$ cat config.mk
export PLATFORM = sky130hd
export DESIGN_NAME = bsr_readout
export DESIGN_NICKNAME = d
export VERILOG_FILES = /design/src/logic/bsr_pkg.sv /design/src/logic/bsr_timebase.sv /design/src/logic/bsr_readout.sv
export SDC_FILE = /design/constraint.sdc
export NUM_CORES = 1
export LEC_CHECK = 0
export BUFFER_PORTS_ARGS = -buffer_cell sky130_fd_sc_hd__buf_2
export CORE_ASPECT_RATIO = 0.5
export CORE_MARGIN = 2
export CORE_UTILIZATION = 55
export CTS_BUF_LIST = sky130_fd_sc_hd__clkbuf_8
export CTS_CLUSTER_SIZE = 40
export DETAILED_ROUTE_END_ITERATION = 8
export GPL_TIMING_DRIVEN = 0
export PLACE_DENSITY = 0.75
export SYNTH_ARGS = -nofsm -noshare
export SYNTH_HDL_FRONTEND = slang
export SYNTH_HIERARCHICAL = 1
export SYNTH_SLANG_ARGS = --single-unit
$ cat constraint.sdc
create_clock -name ref_clk_in -period 4.2 [get_ports ref_clk_in]
set_input_delay 0.63 -clock ref_clk_in [delete_from_list [all_inputs] [get_ports ref_clk_in]]
set_output_delay 0.63 -clock ref_clk_in [all_outputs]
set_load 0.1 [all_outputs]
$ cat src/logic/bsr_pkg.sv
// Shared constants and types for the bridge converter serial readout block.
// Assumes a 50 MHz system clock; converter timing is counted in modulator clock ticks.
package bsr_pkg;

  localparam longint unsigned REF_HZ = 50_000_000;
  localparam longint unsigned MOD_HZ = 4_915_200;
  localparam longint unsigned NS_PER_S = 1_000_000_000;

  // Least times round up to whole cycles.
  function automatic longint unsigned bsr_ceil_div(input longint unsigned n, input longint unsigned d);
    return (n + d - 1) / d;
  endfunction : bsr_ceil_div

  localparam int TICK_W = 22;
  typedef logic [TICK_W-1:0] bsr_tick_t;

  // Conversion period in modulator ticks, internal or external clock alike.
  localparam longint unsigned CONV_HI_DIV = 61_440;
  localparam longint unsigned CONV_LO_DIV = 491_520;

  localparam longint unsigned UPDATE_WINDOW_NS = 39_000;
  localparam longint unsigned CAL_HI_NS = 101_280_000;
  localparam longint unsigned CAL_LO_NS = 801_020_000;
  localparam longint unsigned WAKE_DATA_HI_NS = 52_510_000;
  localparam longint unsigned WAKE_DATA_LO_NS = 401_800_000;
  localparam longint unsigned WAKE_CAL_HI_NS = 103_000_000;
  localparam longint unsigned WAKE_CAL_LO_NS = 803_000_000;
  localparam longint unsigned STANDBY_ACT_NS = 20_000;
  localparam longint unsigned CLK_DETECT_NS = 5_000;

  localparam bsr_tick_t UPDATE_TICKS = bsr_tick_t'(bsr_ceil_div(UPDATE_WINDOW_NS * MOD_HZ, NS_PER_S));
  localparam bsr_tick_t CONV_HI_TICKS = bsr_tick_t'(CONV_HI_DIV);
  localparam bsr_tick_t CONV_LO_TICKS = bsr_tick_t'(CONV_LO_DIV);
  localparam bsr_tick_t CAL_HI_TICKS = bsr_tick_t'(bsr_ceil_div(CAL_HI_NS * MOD_HZ, NS_PER_S));
  localparam bsr_tick_t CAL_LO_TICKS = bsr_tick_t'(bsr_ceil_div(CAL_LO_NS * MOD_HZ, NS_PER_S));
  localparam bsr_tick_t WAKE_DATA_HI_TICKS = bsr_tick_t'(bsr_ceil_div(WAKE_DATA_HI_NS * MOD_HZ, NS_PER_S));
  localparam bsr_tick_t WAKE_DATA_LO_TICKS = bsr_tick_t'(bsr_ceil_div(WAKE_DATA_LO_NS * MOD_HZ, NS_PER_S));
  localparam bsr_tick_t WAKE_CAL_HI_TICKS = bsr_tick_t'(bsr_ceil_div(WAKE_CAL_HI_NS * MOD_HZ, NS_PER_S));
  localparam bsr_tick_t WAKE_CAL_LO_TICKS = bsr_tick_t'(bsr_ceil_div(WAKE_CAL_LO_NS * MOD_HZ, NS_PER_S));

  localparam logic [10:0] STANDBY_CYCLES = 11'(bsr_ceil_div(STANDBY_ACT_NS * REF_HZ, NS_PER_S));
  localparam logic [8:0] CLK_DETECT_CYCLES = 9'(CLK_DETECT_NS * REF_HZ / NS_PER_S);
  localparam logic [22:0] NCO_STEP = 23'(MOD_HZ);
  localparam logic [26:0] NCO_WRAP = 27'(REF_HZ);

  // Result layout and shift-clock pulse numbers.
  localparam int RESULT_W = 20;
  localparam int RAW_W = 24;
  localparam logic [4:0] DATA_PULSES = 5'h14;
  localparam logic [4:0] CAL_WAKE_PULSES = 5'h19;
  localparam logic [4:0] CAL_PULSES = 5'h1a;
  localparam logic [4:0] PULSE_MAX = 5'h1f;
  localparam logic [RESULT_W-1:0] RESULT_RESET = 20'h00000;

  typedef enum logic [1:0] {
    BSR_CONVERT,
    BSR_CALIBRATE,
    BSR_STANDBY,
    BSR_WAKE
  } bsr_state_e;

  typedef struct packed {
    logic analog_power_en;
    logic inputs_connect;
    logic cal_signal_en;
  } bsr_analog_s;

endpackage : bsr_pkg

$ cat src/logic/bsr_timebase.sv
// Modulator clock tick source for the serial readout block.
// Assumes ext_clock_in is a plain input sampled on ref_clk_in and well below half its rate.
`timescale 1ns/1ns
`default_nettype none

module bsr_timebase (
  input wire logic ref_clk_in,
  input wire logic arst_n_in,
  input wire logic ext_clock_in,
  output logic tick_out,
  output logic ext_sel_out
);

  logic ext_s1_reg;
  logic ext_s2_reg;
  logic ext_s3_reg;
  logic ext_edge;
  logic [8:0] quiet_reg;
  logic [26:0] acc_reg;
  logic [26:0] acc_next;
  logic nco_tick;

  always_ff @(posedge ref_clk_in or negedge arst_n_in) begin
    if (!arst_n_in) begin
      ext_s1_reg <= 1'b0;
      ext_s2_reg <= 1'b0;
      ext_s3_reg <= 1'b0;
    end else begin
      ext_s1_reg <= ext_clock_in;
      ext_s2_reg <= ext_s1_reg;
      ext_s3_reg <= ext_s2_reg;
    end
  end

  assign ext_edge = ext_s2_reg && !ext_s3_reg;

  // A pin that stays quiet longer than the detect time falls back to the internal source.
  always_ff @(posedge ref_clk_in or negedge arst_n_in) begin
    if (!arst_n_in) begin
      quiet_reg <= bsr_pkg::CLK_DETECT_CYCLES;
      ext_sel_out <= 1'b0;
    end else if (ext_edge) begin
      quiet_reg <= 9'h000;
      ext_sel_out <= 1'b1;
    end else if (quiet_reg < bsr_pkg::CLK_DETECT_CYCLES) begin
      quiet_reg <= quiet_reg + 9'h001;
    end else begin
      ext_sel_out <= 1'b0;
    end
  end

  // Exact fractional divider: the average tick rate equals the nominal modulator clock.
  always_comb begin
    acc_next = acc_reg + 27'(bsr_pkg::NCO_STEP);
    nco_tick = 1'b0;
    if (acc_next >= bsr_pkg::NCO_WRAP) begin
      acc_next = acc_next - bsr_pkg::NCO_WRAP;
      nco_tick = 1'b1;
    end
  end

  always_ff @(posedge ref_clk_in or negedge arst_n_in) begin
    if (!arst_n_in) begin
      acc_reg <= 27'h0000000;
    end else begin
      acc_reg <= acc_next;
    end
  end

  assign tick_out = ext_sel_out ? ext_edge : nco_tick;

endmodule : bsr_timebase

`default_nettype wire

$ cat src/logic/bsr_readout.sv
// Readout and control logic of a 20-bit delta-sigma converter with a shared ready/data pin.
// Assumes rate select, power-down and filter value are synchronous to ref_clk_in; the shift clock is resynchronised here.
`timescale 1ns/1ns
`default_nettype none

module bsr_readout #(
  parameter bsr_pkg::bsr_tick_t CONV_HI_TICKS = bsr_pkg::CONV_HI_TICKS,
  parameter bsr_pkg::bsr_tick_t CONV_LO_TICKS = bsr_pkg::CONV_LO_TICKS,
  parameter bsr_pkg::bsr_tick_t CAL_HI_TICKS = bsr_pkg::CAL_HI_TICKS,
  parameter bsr_pkg::bsr_tick_t CAL_LO_TICKS = bsr_pkg::CAL_LO_TICKS,
  parameter bsr_pkg::bsr_tick_t WAKE_DATA_HI_TICKS = bsr_pkg::WAKE_DATA_HI_TICKS,
  parameter bsr_pkg::bsr_tick_t WAKE_DATA_LO_TICKS = bsr_pkg::WAKE_DATA_LO_TICKS,
  parameter bsr_pkg::bsr_tick_t WAKE_CAL_HI_TICKS = bsr_pkg::WAKE_CAL_HI_TICKS,
  parameter bsr_pkg::bsr_tick_t WAKE_CAL_LO_TICKS = bsr_pkg::WAKE_CAL_LO_TICKS
) (
  input wire logic ref_clk_in,
  input wire logic arst_n_in,
  input wire logic power_down_n,
  input wire logic rate_sel_in,
  input wire logic ext_clock_in,
  input wire logic shift_clk_in,
  input wire logic signed [bsr_pkg::RAW_W-1:0] filter_value_in,
  output logic ready_data_out,
  output bsr_pkg::bsr_analog_s analog_ctrl_out,
  output logic ext_clock_active_out
);

  bsr_pkg::bsr_state_e state_reg;
  bsr_pkg::bsr_tick_t cnt_reg;
  bsr_pkg::bsr_tick_t wait_reg;
  bsr_pkg::bsr_tick_t limit;
  bsr_pkg::bsr_tick_t conv_ticks;
  logic [bsr_pkg::RESULT_W-1:0] result_reg;
  logic [4:0] pulse_reg;
  logic armed_reg;
  logic cal_on_wake_reg;
  logic [10:0] high_reg;
  logic sclk_s1_reg;
  logic sclk_s2_reg;
  logic sclk_s3_reg;
  logic sclk_rise;
  logic sclk_fall;
  logic tick;
  logic ready_evt;
  logic update_evt;
  logic cal_start;
  logic stby_enter;
  logic wake_evt;

  // Clip the wider filter word to the 20-bit full-scale codes.
  function automatic logic [bsr_pkg::RESULT_W-1:0] clip_result(input logic signed [bsr_pkg::RAW_W-1:0] v);
    if (v > 24'sh07ffff) begin
      return 20'h7ffff;
    end else if (v < 24'shf80000) begin
      return 20'h80000;
    end else begin
      return v[bsr_pkg::RESULT_W-1:0];
    end
  endfunction : clip_result

  bsr_timebase u_timebase (
    .ref_clk_in(ref_clk_in),
    .arst_n_in(arst_n_in),
    .ext_clock_in(ext_clock_in),
    .tick_out(tick),
    .ext_sel_out(ext_clock_active_out)
  );

  // The first stage feeds only the second; edges are taken between later stages.
  always_ff @(posedge ref_clk_in or negedge arst_n_in) begin
    if (!arst_n_in) begin
      sclk_s1_reg <= 1'b0;
      sclk_s2_reg <= 1'b0;
      sclk_s3_reg <= 1'b0;
    end else begin
      sclk_s1_reg <= shift_clk_in;
      sclk_s2_reg <= sclk_s1_reg;
      sclk_s3_reg <= sclk_s2_reg;
    end
  end

  assign sclk_rise = sclk_s2_reg && !sclk_s3_reg;
  assign sclk_fall = !sclk_s2_reg && sclk_s3_reg;

  // High-time counter for standby entry; saturates once the activation time is met.
  always_ff @(posedge ref_clk_in or negedge arst_n_in) begin
    if (!arst_n_in) begin
      high_reg <= 11'h000;
    end else if (!power_down_n || !sclk_s2_reg) begin
      high_reg <= 11'h000;
    end else if (high_reg < bsr_pkg::STANDBY_CYCLES) begin
      high_reg <= high_reg + 11'h001;
    end
  end

  assign conv_ticks = rate_sel_in ? CONV_HI_TICKS : CONV_LO_TICKS;
  assign limit = (state_reg == bsr_pkg::BSR_CONVERT) ? conv_ticks : wait_reg;

  always_comb begin
    ready_evt = 1'b0;
    update_evt = 1'b0;
    cal_start = 1'b0;
    stby_enter = 1'b0;
    wake_evt = 1'b0;
    case (state_reg)
      bsr_pkg::BSR_CONVERT: begin
        stby_enter = (high_reg == bsr_pkg::STANDBY_CYCLES - 11'h001) && sclk_s2_reg;
        cal_start = !stby_enter && sclk_fall && (pulse_reg == bsr_pkg::CAL_PULSES);
        ready_evt = !stby_enter && !cal_start && tick && (cnt_reg >= limit - 22'h000001);
        update_evt = tick && (cnt_reg == limit - bsr_pkg::UPDATE_TICKS);
      end
      bsr_pkg::BSR_CALIBRATE: begin
        ready_evt = tick && (cnt_reg >= limit - 22'h000001);
      end
      bsr_pkg::BSR_STANDBY: begin
        wake_evt = sclk_fall;
      end
      bsr_pkg::BSR_WAKE: begin
        ready_evt = tick && (cnt_reg >= limit - 22'h000001);
      end
      default: begin
        ready_evt = 1'b0;
      end
    endcase
  end

  // Sequencing of conversion, calibration, standby and wake-up.
  always_ff @(posedge ref_clk_in or negedge arst_n_in) begin
    if (!arst_n_in) begin
      state_reg <= bsr_pkg::BSR_CONVERT;
      cnt_reg <= '0;
      wait_reg <= '0;
      cal_on_wake_reg <= 1'b0;
    end else if (!power_down_n) begin
      state_reg <= bsr_pkg::BSR_CONVERT;
      cnt_reg <= '0;
      wait_reg <= '0;
      cal_on_wake_reg <= 1'b0;
    end else begin
      case (state_reg)
        bsr_pkg::BSR_CONVERT: begin
          if (stby_enter) begin
            state_reg <= bsr_pkg::BSR_STANDBY;
            // The rise that starts the hold is counted as well, so 25 full pulses read one more here.
            cal_on_wake_reg <= (pulse_reg == bsr_pkg::CAL_WAKE_PULSES + 5'h01);
            cnt_reg <= '0;
          end else if (cal_start) begin
            state_reg <= bsr_pkg::BSR_CALIBRATE;
            wait_reg <= rate_sel_in ? CAL_HI_TICKS : CAL_LO_TICKS;
            cnt_reg <= '0;
          end else if (ready_evt) begin
            cnt_reg <= '0;
          end else if (tick) begin
            cnt_reg <= cnt_reg + 22'h000001;
          end
        end
        bsr_pkg::BSR_STANDBY: begin
          if (wake_evt) begin
            state_reg <= bsr_pkg::BSR_WAKE;
            if (cal_on_wake_reg) begin
              wait_reg <= rate_sel_in ? WAKE_CAL_HI_TICKS : WAKE_CAL_LO_TICKS;
            end else begin
              wait_reg <= rate_sel_in ? WAKE_DATA_HI_TICKS : WAKE_DATA_LO_TICKS;
            end
            cnt_reg <= '0;
          end
        end
        bsr_pkg::BSR_CALIBRATE, bsr_pkg::BSR_WAKE: begin
          if (ready_evt) begin
            state_reg <= bsr_pkg::BSR_CONVERT;
            cal_on_wake_reg <= 1'b0;
            cnt_reg <= '0;
          end else if (tick) begin
            cnt_reg <= cnt_reg + 22'h000001;
          end
        end
        default: begin
          state_reg <= bsr_pkg::BSR_CONVERT;
        end
      endcase
    end
  end

  // New result capture; an unread word is simply replaced.
  always_ff @(posedge ref_clk_in or negedge arst_n_in) begin
    if (!arst_n_in) begin
      result_reg <= bsr_pkg::RESULT_RESET;
    end else if (!power_down_n) begin
      result_reg <= bsr_pkg::RESULT_RESET;
    end else if (ready_evt) begin
      result_reg <= clip_result(filter_value_in);
    end
  end

  // Shared pin and pulse counting; a pulse on the same edge as ready is dropped and counts for neither word.
  always_ff @(posedge ref_clk_in or negedge arst_n_in) begin
    if (!arst_n_in) begin
      ready_data_out <= 1'b1;
      pulse_reg <= 5'h00;
      armed_reg <= 1'b0;
    end else if (!power_down_n) begin
      ready_data_out <= 1'b1;
      pulse_reg <= 5'h00;
      armed_reg <= 1'b0;
    end else if (ready_evt) begin
      ready_data_out <= 1'b0;
      pulse_reg <= 5'h00;
      armed_reg <= 1'b1;
    end else if (stby_enter || cal_start || state_reg != bsr_pkg::BSR_CONVERT) begin
      ready_data_out <= 1'b1;
      armed_reg <= 1'b0;
    end else if (update_evt) begin
      ready_data_out <= 1'b1;
      armed_reg <= 1'b0;
    end else if (sclk_rise) begin
      if (pulse_reg != bsr_pkg::PULSE_MAX) begin
        pulse_reg <= pulse_reg + 5'h01;
      end
      if (armed_reg && pulse_reg < bsr_pkg::DATA_PULSES) begin
        ready_data_out <= result_reg[5'(bsr_pkg::RESULT_W - 1) - pulse_reg];
      end else begin
        ready_data_out <= 1'b1;
      end
    end
  end

  always_comb begin
    analog_ctrl_out.analog_power_en = (state_reg != bsr_pkg::BSR_STANDBY);
    analog_ctrl_out.inputs_connect = (state_reg != bsr_pkg::BSR_CALIBRATE);
    analog_ctrl_out.cal_signal_en = (state_reg == bsr_pkg::BSR_CALIBRATE);
  end
endmodule : bsr_readout

`default_nettype wire

# Word-level counts from Yosys, hierarchy flattened
# Index checks and enable logic that the tools add are counted.
[classes]
n_mux = 64
n_reduce_logical = 30
bitwise = 0
n_eq_ne = 25
magnitude_cmp = 8
div = 0
shift = 0
n_addsub = 9
multipliers = 0
[op_table]
columns = ["op", "n"]
rows = [
  ["2-to-1 mux 22 bit", 14],
  ["2-to-1 mux 20 bit", 4],
  ["case mux 22 bit (3 select lines)", 1],
  ["case mux 22 bit (2 select lines)", 1],
  ["2-to-1 mux 5 bit", 6],
  ["adder 27 x 23 -> 27 bit (second input constant)", 1],
  [">= comparator 27 x 26 -> 1 bit (second input constant)", 1],
  ["2-to-1 mux 27 bit", 1],
  ["subtractor 27 x 26 -> 27 bit (second input constant)", 1],
  ["greater-than comparator 24 x 20 -> 1 bit (second input constant)", 1],
  ["< comparator 24 x 20 -> 1 bit (second input constant)", 1],
  ["adder 22 x 1 -> 22 bit (second input constant)", 1],
  ["== test 22 bit", 1],
  [">= comparator 22 bit", 1],
  ["2-to-1 mux 1 bit", 22],
  ["2-to-1 mux 11 bit", 2],
  ["subtractor 22 x 1 -> 22 bit (second input constant)", 1],
  ["subtractor 22 x 8 -> 22 bit (second input constant)", 1],
  ["2-to-1 mux 21 bit", 1],
  ["2-to-1 mux 19 bit", 1],
  ["2-to-1 mux 9 bit", 2],
  ["!= test 3 bit (second input constant)", 6],
  ["logical AND 1 bit", 12],
  ["adder 11 x 1 -> 11 bit (second input constant)", 1],
  ["30 further kinds", 52],
]
[totals]
out_inout_bits = 5
wordCells = 154
in_bits = 30
latchBits = 0
reg_bits = 128
mem_bits_ro = 0
n_memories = 0
ram_bits = 0

# Logic depth before layout (Yosys ltp)
[depth]
word_depth = 15
mapped_depth = 21

# Modules after synthesis
# The synthesis kept the hierarchy.
[modules_own_cells]
columns = ["module", "area_per_inst_um2", "instances", "cells_per_inst", "seq_area_each_um2"]
rows = [
  ["bsr_readout", 5388.9, 1, 628, 2028.2],
  ["bsr_timebase", 2021.9, 1, 210, 833.3],
]

# Worst setup path after synthesis
# Ideal clock, no wire load.
[synth_timing]
path_kind = "register to register"
start = "register u_timebase.acc_reg[16]"
end = "register pulse_reg[3]"
path_slack_ps = -193
required_ps = 4081
arrival_time_ps = 4274
period_less_slack_ps = 4393
stages_incl_launch_ff = 20
path_buffers = 3
cell_sequence = "dfrtp_1 -> buf_6 -> inv_1 -> ha_1 -> buf_6 -> nand2b_4 -> a21o_1 -> a2111oi_2 -> o2bb2ai_1 -> o221ai_4 -> buf_6 -> mux2_2 -> inv_1 -> or4_1 -> or4_1 -> a2111oi_2 -> nand4_1 -> o21a_2 -> and4_1 -> o21a_1"
[synth_via]
elab_chain_cells = 9
elab_cells_between_ends = 17
[synth_rtl]
columns = ["item", "line", "rtl"]
rows = [
  ["start, declared", "bsr_timebase.sv:19", "logic [26:0] acc_reg;"],
  ["start signal, assigned", "bsr_timebase.sv:66", "acc_reg <= acc_next;"],
  ["adder 27 x 23 -> 27 bit *", "bsr_timebase.sv:54", "acc_next = acc_reg + 27'(bsr_pkg::NCO_STEP);"],
  [">= comparator 27 x 26 -> 1 bit *", "bsr_timebase.sv:56", "if (acc_next >= bsr_pkg::NCO_WRAP) begin"],
  ["2-to-1 mux 1 bit *", "bsr_timebase.sv:56", ""],
  ["2-to-1 mux 1 bit *", "bsr_timebase.sv:70", "assign tick_out = ext_sel_out ? ext_edge : nco_tick;"],
  ["named net tick", "bsr_readout.sv:43", "logic tick;"],
  ["logical AND 1 bit (2 in a row)", "bsr_readout.sv:109", "ready_evt = !stby_enter && !cal_start && tick && (cnt_reg >= limit - 22'h000001);"],
  ["case mux 1 bit (2 select lines)", "bsr_readout.sv:105", "case (state_reg)"],
  ["!= test 3 x 1 -> 1 bit (no line) (tied with other cells)", "--", ""],
  ["AND reduction 4 bit (no line) / 2-to-1 mux 5 bit (equally long branches)", "--", ""],
  ["end signal, assigned", "bsr_readout.sv:217", "pulse_reg <= pulse_reg + 5'h01;"],
  ["end, declared", "bsr_readout.sv:34", "logic [4:0] pulse_reg;"],
]
# The timed path passes the listed nets; every way through them passes the cells marked *.
# A chain may end at the register's enable or synchronous reset.

# Worst setup path after layout
# Ends and elaborated chain as after synthesis.

==> qor.txt <==
Vias per cell = 5.83
Peak fanout along the critical path = 8
Ys flop type = dfrtp_1
Fin. max-slew vios = 0
Initial Utilization = 57.4%
Total grt overflow = 0
Final ANT Viol Nets = 0
CP Data Arrival Time = 4.78 ns
Syn. warnings = 6
Worst-Skew Late Latency = 0.45 ns
Slew Limit Headroom = 51.3%
Nets = 991
Die width = 168 µm
Core box area = 0.0129 mm²
Iter 0 DRT Violations = 516
Clk sinks = 114
Post-synthesis sequential area ratio = 38.6%
Drt total wl = 18,200 µm
# Max-Cap Violations = 0
Ant. Diodes = 0
Worst Setup End Kind = register
Mapped Nets = 906
Setup slack, reg-to-reg = -0.24 ns
Hold Buf Count CTS = 0
Die height = 86.1 µm
Count of final hold-check violations = 0
Post-route minimum period = 4.44 ns
Global Route Usage Sum = 25.9%
Status = complete, but fails checks
Reg2reg start = u_timebase/acc_reg[16]$_DFF_PN0_
Final Skew = 0.0127 ns
Clock root cell = clkbuf_8
Startpoint types = register
Period utilisation layout = 106%
Failing checks = setup timing
Setup ws final = -0.238 ns
Hpwl dp = 12,400 µm
Async set or reset register ratio after synthesis = 100%
Row count = 29
CTS tree = yes
RSZ-0062 raised after global routing = yes
Crit Path Class = register to register
Bufs on Longest Clock Path = 2
PortBufs = 32
Crit path launch = u_timebase/acc_reg[16]$_DFF_PN0_
Instance area after placement = 0.00788 mm²
DP Cell Count = 1,041
Mapped Area = 0.00741 mm²
Syn Inst Count = 838
Fillers = 987
Most frequent cells in the layout = nand2_1 (106), dfrtp_1 (103), nor2_1 (101)
Share of cells above drive strength 1 = 20.7%
Register bit total from synthesis = 114
Vias = 6,450
Worst Setup EP = pulse_reg[3]$_DFFE_PN0P_
Antenna violations before repair = 0
Die area = 0.0145 mm²
Sum Neg Setup Slack = -0.955 ns
Worst-Margin Slew = 0.728 ns
Clock slew at reported path FFs = 0.08 ns
Gpl congestion = 0.904
RR Endpoint = pulse_reg[3]$_DFFE_PN0P_
P&R area growth vs syn = 19.9%
IO Count = 35
Commonest non-fill, non-tap cell in the layout = nand2_1
Max FFs per register = 22
Maximum vdd drop = 0.207 mV
First-pass GRT wire length = 30,100 µm
DRC violations left = 0
Pwr Density = 289 mW/mm²
Synth unique cells = 76
Max Freq = 225 MHz
Filler-free cell count of the finished design = 1,106
Post-layout util = 68.8%
Synthesized area per cell = 8.84 µm²
Number of synthesized flops with an enable pin = 0
Htree depth = 4
Reg2reg path depth = 17
Min Hold Slack = 0.0990 ns
Pleak = 3.94 nW
Inserted Clock Buffers = 17
WP data required = 4.54 ns
Min-Delay Path Class = primary input to async pin
TritonRoute pass-1 iters = 5
Routed len/inst = 16.5 µm
Largest net degree at the start of global routing = 70
Final setup fails = 7
Post-route cell area = 0.00889 mm²
Vias in the first global route = 6,331
synth_stat cells, types with 8 or more instances:
cell type,instances,area (µm²)
xnor2_1,46,403
nor3_1,11,55.1
a21oi_1,32,160
xor2_1,39,342
and3_1,17,106
nand2b_1,8,50.1
nand3_1,18,90.1
nand2_1,108,405
o21ai_0,66,330
nor2_1,103,387
ha_1,38,475
inv_1,22,82.6
a31oi_1,8,50.1
clkbuf_1,31,116
dfrtp_1,107,2680
nand4_1,24,150
nor2b_1,13,81.3
cells by family (layout without fill, tap and decap cells):
logic type                 Yosys count  in the layout  synth area share [%]
buffers and inverters               67            165                  3.93
and+or+nand+nor                    357            357                  23.8
xor gates and xnor gates            85             85                  10.0
adders and majority gates           38             38                  6.42
muxes                               15             15                  3.16
AOI/OAI and AO/OA                  162            162                  14.0
DFF                                114            114                  38.6
final cells by class:
cell class	instances	area, µm²	share of cell area [%]
clock buffer	17	234	2.63
sequential	114	2870	32.3
timing repair buffer	71	504	5.67
buffer	40	229	2.58
inverter	22	85.1	0.957
tap	170	213	2.39
clock inverter	15	216	2.44
multi-input combinational	657	4540	51.1
metal layers:
layer,vias to the layer above,part of all wire [%],wire (µm),GRT usage (%)
li1,3121,-,-,-
met1,3150,45,8230,34.0
met2,154,48,8830,44.3
met3,25,4.9,900,4.85
met4,0,1.4,250,7.68
met5,-,0,0,0
worst min path at each step:
stage,from,cells after the start,to,slack [ns]
2_1_floorplan,arst_n_in,0,armed_reg$_DFFE_PN0P_,0.33
4_1_cts,arst_n_in,1,u_timebase/acc_reg[9]$_DFFE_PN0P_,0.10
6_report,arst_n_in,1,u_timebase/ext_s1_reg$_DFF_PN0_,0.1
3_5_place_dp,sclk_s1_reg$_DFF_PN0_,0,sclk_s2_reg$_DFF_PN0_,0.35
5_1_grt,arst_n_in,1,u_timebase/acc_reg[9]$_DFFE_PN0P_,0.11
3_3_place_gp,sclk_s1_reg$_DFF_PN0_,0,sclk_s2_reg$_DFF_PN0_,0.33
per-stage QoR:
step	power [mW]	setup slack [ns]
after detailed placement	1.38	-1.19
after global routing	2.66	-0.334
final	2.57	-0.238
after global placement	1.37	-1.17
after floorplan	1.30	-0.139
after CTS	2.58	-0.334
critical path, stage by stage, from the launching register on:
cell       delay, ns
dfrtp_2         0.44
inv_4           0.07
ha_4            0.13
nand2b_4        0.16
a21oi_4         0.08
or4b_4          0.53
a21o_1          0.21
o221ai_4        0.21
buf_6           0.14
mux2_4          0.17
inv_2           0.05
or4_1           0.51
or4_4           0.51
a2111oi_4       0.21
nand4_1         0.27
o21a_4          0.32
and4_1          0.16
o21a_1          0.16
power by group:
group / internal (mW) / switching, mW
registers: 1.13 / 0.0333
clock network: 0.665 / 0.525
logic: 0.0848 / 0.129
total: 1.88 / 0.687
repair_timing:
item	CTS	global route
cloned	0	1
setup buffers	21	16
setup endpoints to repair	52	52
gates resized for setup	35	47
pin swaps	15	27
(Power assumes the default switching activity.)
